### src/core/pme_fence_defs.svh
// constants for the switch power-management message and fence logic
// assumes a 200 MHz core clock and an axi4-lite register master
// Overview of operation
// - no pme messages in cold state
// - downstream ports send pme from d3hot
// - pme retry timer resends while status set
// - turn-off forwarded to all active ports
// - ack upstream only after all port acks or ack timeouts
// - turn-off accepted in any power state
// - upstream tlp abandons ack aggregation
// - tlps after scheduled ack may drop
// - tlp for switch handled normally
// - tlp to port forwarded, retrain if l2
// - abandon keeps downstream handshake running
// - ack timeout forces l2 and ack
// - d0 uninitialized re-arms fence, clears upstream l23
// - power budget capability hidden after reset
// - one header plus eight value registers
// - header read-only, eeprom loaded only
// - value writes need unlock bit set
`ifndef PME_FENCE_DEFS_SVH
`define PME_FENCE_DEFS_SVH
`define NPORTS 4
`define NDV 8
`define A_CTRL 8'h00
`define A_STAT 8'h04
`define A_MASK 8'h08
`define A_PWRST 8'h0c
`define A_PME_FLAGS 8'h10
`define A_RETRY_TO 8'h14
`define A_ACK_TO 8'h18
`define A_NEXT_PTR 8'h1c
`define A_PBHDR 8'h20
`define A_DV0 8'h40
`define B_UNLOCK 0
`define B_PBVIS 1
`define EV_ACKUP 0
`define EV_ABANDON 1
`define EV_TIMEOUT 2
`define EV_PME 3
`define NEV 4
`define PB_CAP_OFS 12'h100
`define RETRY_RST 16'h0100
`define ACKTO_RST 16'h0100
`define OKAY 2'b00
`define SLVERR 2'b10
`endif

### src/core/pme_fence_pkg.sv
// types for the switch power-management message and fence logic
// assumes the constants header is included by the users
package pme_fence_pkg;
    typedef enum logic [1:0] {D0_UNINIT, D0_ACTIVE, D3_HOT, D3_COLD} pwr_t;
    typedef enum logic [1:0] {AG_IDLE, AG_WAIT, AG_DONE} agg_t;
    typedef enum logic [1:0] {LK_L0, LK_TURNOFF, LK_L23, LK_RETRAIN} lnk_t;
endpackage : pme_fence_pkg

### src/core/pme_fence.sv
// switch pme generation, turn-off fence and power budget registers
// assumes link layers give one-cycle message pulses on SYS_CLK
//
// Register access over AXI4-Lite and the placing of the registers were left to the implementer.
`timescale 1ns/1ps
`include "pme_fence_defs.svh"
module pme_fence (
    input wire logic SYS_CLK,
    input wire logic SRST,
    input wire logic [7:0] AWADDR,
    input wire logic AWVALID,
    output logic AWREADY,
    input wire logic [31:0] WDATA,
    input wire logic [3:0] WSTRB,
    input wire logic WVALID,
    output logic WREADY,
    output logic [1:0] BRESP,
    output logic BVALID,
    input wire logic BREADY,
    input wire logic [7:0] ARADDR,
    input wire logic ARVALID,
    output logic ARREADY,
    output logic [31:0] RDATA,
    output logic [1:0] RRESP,
    output logic RVALID,
    input wire logic RREADY,
    input wire logic [3:0] HP_EVENT,
    input wire logic [3:0] PORT_ACTIVE,
    input wire logic TURNOFF_RX,
    input wire logic UP_TLP_RX,
    input wire logic UP_TLP_SELF,
    input wire logic [3:0] UP_TLP_PORT,
    input wire logic [3:0] ACK_RX,
    input wire logic [3:0] LINK_UP,
    input wire logic EE_LOAD,
    input wire logic [31:0] EE_HDR,
    output logic [3:0] PME_TX,
    output logic [3:0] TURNOFF_TX,
    output logic ACK_TX,
    output logic UP_L23,
    output logic TLP_DROP,
    output logic TLP_SELF_ACCEPT,
    output logic [3:0] TLP_FWD,
    output logic [3:0] RETRAIN,
    output logic IRQ
);
    typedef struct packed {
        logic awr; logic wr; logic bv; logic arr; logic rv;
        logic [7:0] aw; logic [31:0] wd; logic [3:0] ws; logic [31:0] rd; logic [1:0] br; logic [1:0] rr;
        logic [31:0] ctrl; logic [`NEV-1:0] stat; logic [`NEV-1:0] mask;
        pme_fence_pkg::pwr_t pw; logic [3:0] pflag; logic [15:0] rto; logic [15:0] ato;
        logic [11:0] nxt; logic [31:0] hdr; logic [`NDV-1:0][31:0] dv;
        logic [3:0][15:0] rtmr; logic [3:0][15:0] atmr;
        pme_fence_pkg::agg_t ag; logic [3:0] need; logic [3:0] got;
        pme_fence_pkg::lnk_t [3:0] lk; logic [3:0] pend;
        logic [3:0] pme_tx; logic [3:0] to_tx; logic ack_tx; logic l23; logic drop; logic self;
        logic [3:0] fwd; logic [3:0] rtr; logic irq;
    } st_t;
    st_t q, d;

    function automatic logic [31:0] merge(input logic [31:0] o, input logic [31:0] n, input logic [3:0] s);
        for (int i = 0; i < 4; i++) begin
            merge[i*8 +: 8] = s[i] ? n[i*8 +: 8] : o[i*8 +: 8];
        end
    endfunction : merge

    function automatic logic is_dv(input logic [7:0] a);
        is_dv = (a >= `A_DV0) && (a < 8'(`A_DV0 + 4 * `NDV));
    endfunction : is_dv

    logic [`NEV-1:0] ev;
    logic [2:0] dvi;
    logic [2:0] rdi;
    always_comb begin
        d = q;
        ev = '0;
        dvi = q.aw[4:2];
        rdi = ARADDR[4:2];
        d.pme_tx = '0;
        d.to_tx = '0;
        d.ack_tx = 1'b0;
        d.drop = 1'b0;
        d.self = 1'b0;
        d.fwd = '0;
        d.rtr = '0;
        // axi write: address and data in either order
        if (AWVALID && q.awr) begin
            d.aw = AWADDR;
            d.awr = 1'b0;
        end
        if (WVALID && q.wr) begin
            d.wd = WDATA;
            d.ws = WSTRB;
            d.wr = 1'b0;
        end
        if (!q.awr && !q.wr && !q.bv) begin
            d.bv = 1'b1;
            d.br = `OKAY;
            case (q.aw)
                `A_CTRL: d.ctrl = merge(q.ctrl, q.wd, q.ws);
                `A_STAT: d.stat = q.stat & ~q.wd[`NEV-1:0];
                `A_MASK: d.mask = q.wd[`NEV-1:0];
                `A_PWRST: d.pw = pme_fence_pkg::pwr_t'(q.wd[1:0]);
                `A_PME_FLAGS: d.pflag = q.pflag & ~q.wd[3:0];
                `A_RETRY_TO: d.rto = q.wd[15:0];
                `A_ACK_TO: d.ato = q.wd[15:0];
                `A_NEXT_PTR: d.nxt = q.wd[11:0];
                `A_PBHDR: ;
                default: begin
                    if (is_dv(q.aw)) begin
                        if (q.ctrl[`B_UNLOCK]) begin
                            d.dv[dvi] = merge(q.dv[dvi], q.wd, q.ws);
                        end
                    end else begin
                        d.br = `SLVERR;
                    end
                end
            endcase
        end
        if (q.bv && BREADY) begin
            d.bv = 1'b0;
            d.awr = 1'b1;
            d.wr = 1'b1;
        end
        // axi read
        if (ARVALID && q.arr) begin
            d.arr = 1'b0;
            d.rv = 1'b1;
            d.rr = `OKAY;
            d.rd = '0;
            case (ARADDR)
                `A_CTRL: d.rd = q.ctrl;
                `A_STAT: d.rd = 32'(q.stat);
                `A_MASK: d.rd = 32'(q.mask);
                `A_PWRST: d.rd = 32'(q.pw);
                `A_PME_FLAGS: d.rd = 32'(q.pflag);
                `A_RETRY_TO: d.rd = 32'(q.rto);
                `A_ACK_TO: d.rd = 32'(q.ato);
                `A_NEXT_PTR: d.rd = 32'(q.nxt);
                `A_PBHDR: d.rd = (q.nxt == `PB_CAP_OFS) ? q.hdr : 32'h0;
                default: begin
                    if (is_dv(ARADDR)) begin
                        d.rd = (q.nxt == `PB_CAP_OFS) ? q.dv[rdi] : 32'h0;
                    end else begin
                        d.rr = `SLVERR;
                    end
                end
            endcase
        end
        if (q.rv && RREADY) begin
            d.rv = 1'b0;
            d.arr = 1'b1;
        end
        if (EE_LOAD) begin
            d.hdr = EE_HDR;
        end
        for (int p = 0; p < `NPORTS; p++) begin
            // no pme when cold, resume otherwise
            if (q.pw != pme_fence_pkg::D3_COLD) begin
                if (HP_EVENT[p] && q.pw == pme_fence_pkg::D3_HOT && !q.pflag[p]) begin
                    d.pflag[p] = 1'b1;
                    d.pme_tx[p] = 1'b1;
                    d.rtmr[p] = q.rto;
                    ev[`EV_PME] = 1'b1;
                end else if (q.pflag[p]) begin
                    // resend on expiry while status set
                    if (q.rtmr[p] == 16'h0) begin
                        d.pme_tx[p] = 1'b1;
                        d.rtmr[p] = q.rto;
                    end else begin
                        d.rtmr[p] = q.rtmr[p] - 16'h1;
                    end
                end
            end
            // downstream handshake runs regardless of abandon
            case (q.lk[p])
                pme_fence_pkg::LK_TURNOFF: begin
                    if (ACK_RX[p]) begin
                        d.lk[p] = pme_fence_pkg::LK_L23;
                        d.got[p] = 1'b1;
                    end else if (q.atmr[p] == 16'h0) begin
                        d.lk[p] = pme_fence_pkg::LK_L23;
                        d.got[p] = 1'b1;
                        ev[`EV_TIMEOUT] = 1'b1;
                    end else begin
                        d.atmr[p] = q.atmr[p] - 16'h1;
                    end
                end
                pme_fence_pkg::LK_RETRAIN: begin
                    if (LINK_UP[p]) begin
                        d.lk[p] = pme_fence_pkg::LK_L0;
                        d.fwd[p] = q.pend[p];
                        d.pend[p] = 1'b0;
                    end
                end
                default: ;
            endcase
        end
        if (TURNOFF_RX && q.ag != pme_fence_pkg::AG_WAIT) begin
            d.ag = pme_fence_pkg::AG_WAIT;
            d.need = PORT_ACTIVE;
            d.got = '0;
            d.to_tx = PORT_ACTIVE;
            for (int p = 0; p < `NPORTS; p++) begin
                if (PORT_ACTIVE[p]) begin
                    d.lk[p] = pme_fence_pkg::LK_TURNOFF;
                    d.atmr[p] = q.ato;
                end
            end
        end else if (UP_TLP_RX) begin
            if (q.ag == pme_fence_pkg::AG_DONE) begin
                d.drop = 1'b1;
            end else begin
                if (q.ag == pme_fence_pkg::AG_WAIT) begin
                    d.ag = pme_fence_pkg::AG_IDLE;
                    ev[`EV_ABANDON] = 1'b1;
                end
                d.self = UP_TLP_SELF;
                for (int p = 0; p < `NPORTS; p++) begin
                    if (UP_TLP_PORT[p]) begin
                        if (q.lk[p] == pme_fence_pkg::LK_L23) begin
                            d.lk[p] = pme_fence_pkg::LK_RETRAIN;
                            d.rtr[p] = 1'b1;
                            d.pend[p] = 1'b1;
                        end else if (q.lk[p] == pme_fence_pkg::LK_RETRAIN) begin
                            d.pend[p] = 1'b1;
                        end else begin
                            d.fwd[p] = 1'b1;
                        end
                    end
                end
            end
        end else if (q.ag == pme_fence_pkg::AG_WAIT && (q.got & q.need) == q.need) begin
            // ack once every active port acked or timed out
            d.ag = pme_fence_pkg::AG_DONE;
            d.ack_tx = 1'b1;
            d.l23 = 1'b1;
            ev[`EV_ACKUP] = 1'b1;
        end
        if (q.pw == pme_fence_pkg::D0_UNINIT && q.ag == pme_fence_pkg::AG_DONE) begin
            d.ag = pme_fence_pkg::AG_IDLE;
            d.l23 = 1'b0;
        end
        // sticky events, set beats clear
        d.stat = d.stat | ev;
        d.irq = |(d.stat & d.mask);
    end

    always_ff @(posedge SYS_CLK) begin
        if (SRST) begin
            q <= '0;
            q.awr <= 1'b1;
            q.wr <= 1'b1;
            q.arr <= 1'b1;
            q.rto <= `RETRY_RST;
            q.ato <= `ACKTO_RST;
        end else begin
            q <= d;
        end
    end

    assign AWREADY = q.awr;
    assign WREADY = q.wr;
    assign BVALID = q.bv;
    assign BRESP = q.br;
    assign ARREADY = q.arr;
    assign RVALID = q.rv;
    assign RDATA = q.rd;
    assign RRESP = q.rr;
    assign PME_TX = q.pme_tx;
    assign TURNOFF_TX = q.to_tx;
    assign ACK_TX = q.ack_tx;
    assign UP_L23 = q.l23;
    assign TLP_DROP = q.drop;
    assign TLP_SELF_ACCEPT = q.self;
    assign TLP_FWD = q.fwd;
    assign RETRAIN = q.rtr;
    assign IRQ = q.irq;
endmodule : pme_fence

### config.mk
export PLATFORM = sky130hd
export DESIGN_NAME = pme_fence
export DESIGN_NICKNAME = d
export VERILOG_FILES = /design/src/core/pme_fence_pkg.sv /design/src/core/pme_fence.sv
export VERILOG_INCLUDE_DIRS = /design/src /design/src/core
export SDC_FILE = /design/constraint.sdc
export NUM_CORES = 2
export LEC_CHECK = 0
export ABC_AREA = 1
export BUFFER_PORTS_ARGS = -buffer_cell sky130_fd_sc_hd__buf_2
export CAP_MARGIN = 20
export CORE_UTILIZATION = 62
export DETAILED_ROUTE_END_ITERATION = 10
export PLACE_DENSITY = 0.81
export SLEW_MARGIN = 20
export SYNTH_ARGS = -nofsm -noshare
export SYNTH_HDL_FRONTEND = slang
export SYNTH_SLANG_ARGS = --single-unit
### constraint.sdc
create_clock -name SYS_CLK -period 2 [get_ports SYS_CLK]
set_input_delay 0.2 -clock SYS_CLK [delete_from_list [all_inputs] [get_ports SYS_CLK]]
set_output_delay 0.2 -clock SYS_CLK [all_outputs]
set_load 0.01 [all_outputs]
==> summary.txt <==
Outcome
  • Status: complete, no violations

GRT
  • Layer with the highest usage: met2
  • Largest net degree at the start of global routing: 180
  • First-pass GRT wire length: approximately 180 mm
  • Gr usage total: between 40% and 50%
  • Met3 usage: under 10%
  • Vias in the first global route: approximately 34k
  • GR Util met2: between 60 and 70%
  • GR Util met1: around half
  • Global route overflow: 0
  • Initial antenna violation count: 2

Logic synthesis
  • Synth Area in Adders: less than 1%
  • Mux contribution to synthesized area: 0%
  • Synth cell types: 48
  • Yosys warning count: 0
  • Post-Synth XOR/XNOR Area: less than 1%
  • Seq/Total Area, Yosys: between 30% and 40%
  • Complex-gate fraction of the synthesized area: around 15%
  • Synthesized area: around 33,000 um^2
  • Post-Synth Simple-Gate Area: between 30% and 40%
  • Synthesized instance count: around 5.2k
  • FF+latch count, synth: approximately 630
  • Mean post-synth cell area: around 6.4 um^2
  • Largest family of logic cells by synthesized area: simple AND/OR/NAND/NOR gates

STA
  • Final min period: a little under 2 ns
  • RSZ-0062 raised after global routing: yes
  • Slack of the critical path: around 0.043 ns
  • Max-slew violation count: 0
  • Clock Skew: around 0.032 ns
  • Max-Slew Margin vs Limit: 35.9%
  • Fin crit share: between 90% and 100%
  • Endpoints failing hold: 0
  • Final setup viols: 0
  • Worst-margin pin slew: approximately 0.96 ns
  • Fmax: approximately 500 MHz

Place
  • DP Area: about 35,000 um^2
  • Final Wtd Congestion: about 1.1
  • DP Wirelength: 76.2 mm
  • IO buf count: 174
  • Setup WS pre-CTS: -0.0793 ns

Worst hold path
  • Hold-critical path depth: 3
  • Hold Path Class: in -> reg

Run
  • Max-Cap Viols: 0

Clock tree
  • Clock transition at the registers of the reported paths: roughly 0.070 ns
  • Clk_lat worst skew: between 0.6 and 0.7 ns
  • H-tree depth: 3
  • Bufs on Longest Clock Path: 3
  • Clk sinks: between 600 and 700
  • CTS tree: yes
  • CTS Buf Count: 68
  • Root Driver: clkbuf_16

Power and ir drop
  • Static leakage: between 0.015 and 0.02 uW
  • Pwr Density: between 700 and 800 nW/um^2
  • Worst vdd ir: between 0.0007 and 0.0008 V

Route
  • First drt pass iteration count: 10
  • Wirelength per Cell: between 15 and 20 um
  • Starting DRC count in detailed routing: 4,886
  • Drt total wl: approximately 120 mm
  • # DRC: 0
  • Via-per-instance ratio: 5.95
  • Vias: between 30k and 40k
  • DRT antenna net count: 0

Floorplanning
  • Die area: around 54,000 um^2
  • Core area: between 50,000 and 60,000 um^2
  • Starting Density: between 60% and 70%
  • Die Span Y: 233 um
  • I/O pin total: approximately 180
  • Row count: 84
  • Die Width: between 200 and 250 um

Finish
  • Syn-to-layout area delta: 18.2%
  • Footprint of the multi-input gates: about 16,000 um^2
  • Layout cells sized above 1: 11.1%
  • Fillers: between 4k and 5k
  • Design area: a little under 40,000 um^2
  • # nets final: ~5.6k
  • Register area: 12,700 um^2

Worst setup path
  • R2R setup slack: approximately 0.08 ns
  • CP Data Arrival Time: around 2.5 ns
  • Crit path kind: in -> reg
  • Top fanout value on the critical path: 84
  • WP data required: around 2.6 ns
  • CP Capture Type: flop
  • Path depth of the worst reg2reg path: 11
  • Startpoint Class: primary input
## synth_stat cells (all sizes together)
cell type	n	area [um^2]
o21bai	1	7.51
nand3	491	2470
clkinv	12	45.0
a21boi	9	67.6
o221ai	11	96.3
nand2	1170	4400
buf	164	933
o31ai	1	7.51
xor2	13	114
a21oi	324	1620
nor2	814	3100
nor4	4	25.0
o21ai	375	1880
a31oi	18	113
nand4	91	584
and3	4	25.0
inv	687	2580
a32oi	1	8.76
or2	12	75.1
o21a	2	15.0
clkbuf	136	510
dfxtp	632	12700
nor3	39	277
o22ai	86	538
nand3b	7	52.6
xnor2	10	87.6
ha	14	175
o2111ai	17	149
or3	1	6.26
a211oi	4	30.0
conb	1	3.75
o211ai	21	208
a2bb2oi	1	8.76
a22oi	24	180
## final timing paths
path,startpoint,end
min,WDATA[1],q[590]
min reg2reg,q[36],q[36]
max,SRST,ARREADY
max reg2reg,WREADY,q[284]
## metal layers
layer  part of all wire [%]  up-vias
met5                  0.019        -
met1                     36    16700
met2                     45     2398
li1                       -    17200
met4                    8.6        4
met3                     10      693
## layout make-up
| type | instances | share of cell area [%] |
|---|---|---|
| timing repair buffer | 500 | 10.5 |
| inverter | 699 | 6.79 |
| clock buffer | 101 | 5.14 |
| sequential | 632 | 32.4 |
| tap | 688 | 2.21 |
| clock inverter | 17 | 0.683 |
| timing repair inverter | 1 | 0.0128 |
| antenna | 2 | 0.0128 |
| multi-input combinational | 3567 | 42.2 |
## critical path, cell delays in order
cell and delay (ns):
dlygate4sd3_1 0.56, buf_8 0.19, buf_12 0.24, buf_12 0.36, a21oi_1 0.12, nand2_1 0.10
dlygate4sd3_1 0.61
## cells in the final DEF, fill, tap and decap left out, types with 13 or more instances in the layout
master	synthesis	layout
inv_1	671	664
nor2_1	806	789
dfxtp_1	632	629
buf_2	74	173
nor2_2	4	17
ha_1	14	14
nor3_1	29	28
buf_4	58	183
nand3_1	489	481
a21oi_1	324	323
nand4_1	90	90
inv_2	15	17
a31oi_1	18	17
xor2_1	13	13
o22ai_1	86	86
clkbuf_16	0	72
nand2_1	1167	1158
dlygate4sd3_1	0	98
a22oi_1	24	24
clkbuf_1	136	17
clkbuf_8	0	14
buf_12	0	38
o2111ai_1	17	17
o21ai_0	371	366
## registers in the layout, summed over array words and instances, names as in the netlist, 3 cells and up
name / cells
RETRAIN: 4
q: 569
TURNOFF_TX: 4
TLP_FWD: 4
RDATA: 32
dvi: 3
PME_TX: 4
## per-stage QoR
stage          cells  hold slack, ns  utilization [%]  total power, uW  setup TNS [ns]
2_1_floorplan   5198           0.300                -            15400               0
3_3_place_gp    5976           0.415             67.5            16600         -0.0795
3_5_place_dp    5976           0.421             67.5            16600         -0.0793
4_1_cts         6191         0.00406             73.7            29600               0
5_1_grt         6205         0.00439             74.3            30700          -0.281
6_report        6207         0.00283             74.3            30000               0
## power by group
group	internal (uW)	total, uW	switching [uW]	leakage (uW)
clock network	7730	13200	5450	0.00111
logic	1210	3540	2330	0.0121
registers	12900	13200	308	0.00513
## repair_timing
| action | CTS | global route |
|---|---|---|
| setup endpoints to repair | 0 | 152 |
| hold buffers | 97 | 1 |
| hold endpoints to repair | 105 | 1 |
| gates resized for setup | 0 | 48 |
| setup buffers | 0 | 10 |
## kinds of logic after synthesis
| logic type | count (synthesis) |
|---|---|
| flip-flops | 632 |
| other | 1 |
| adder cells (fa/ha/maj) | 14 |
| XOR/XNOR | 23 |
| AO/OA/AOI/OAI | 895 |
| buffers and inverters | 999 |
| AND/OR/NAND/NOR | 2633 |
Power figures use the tool's default switching activity.
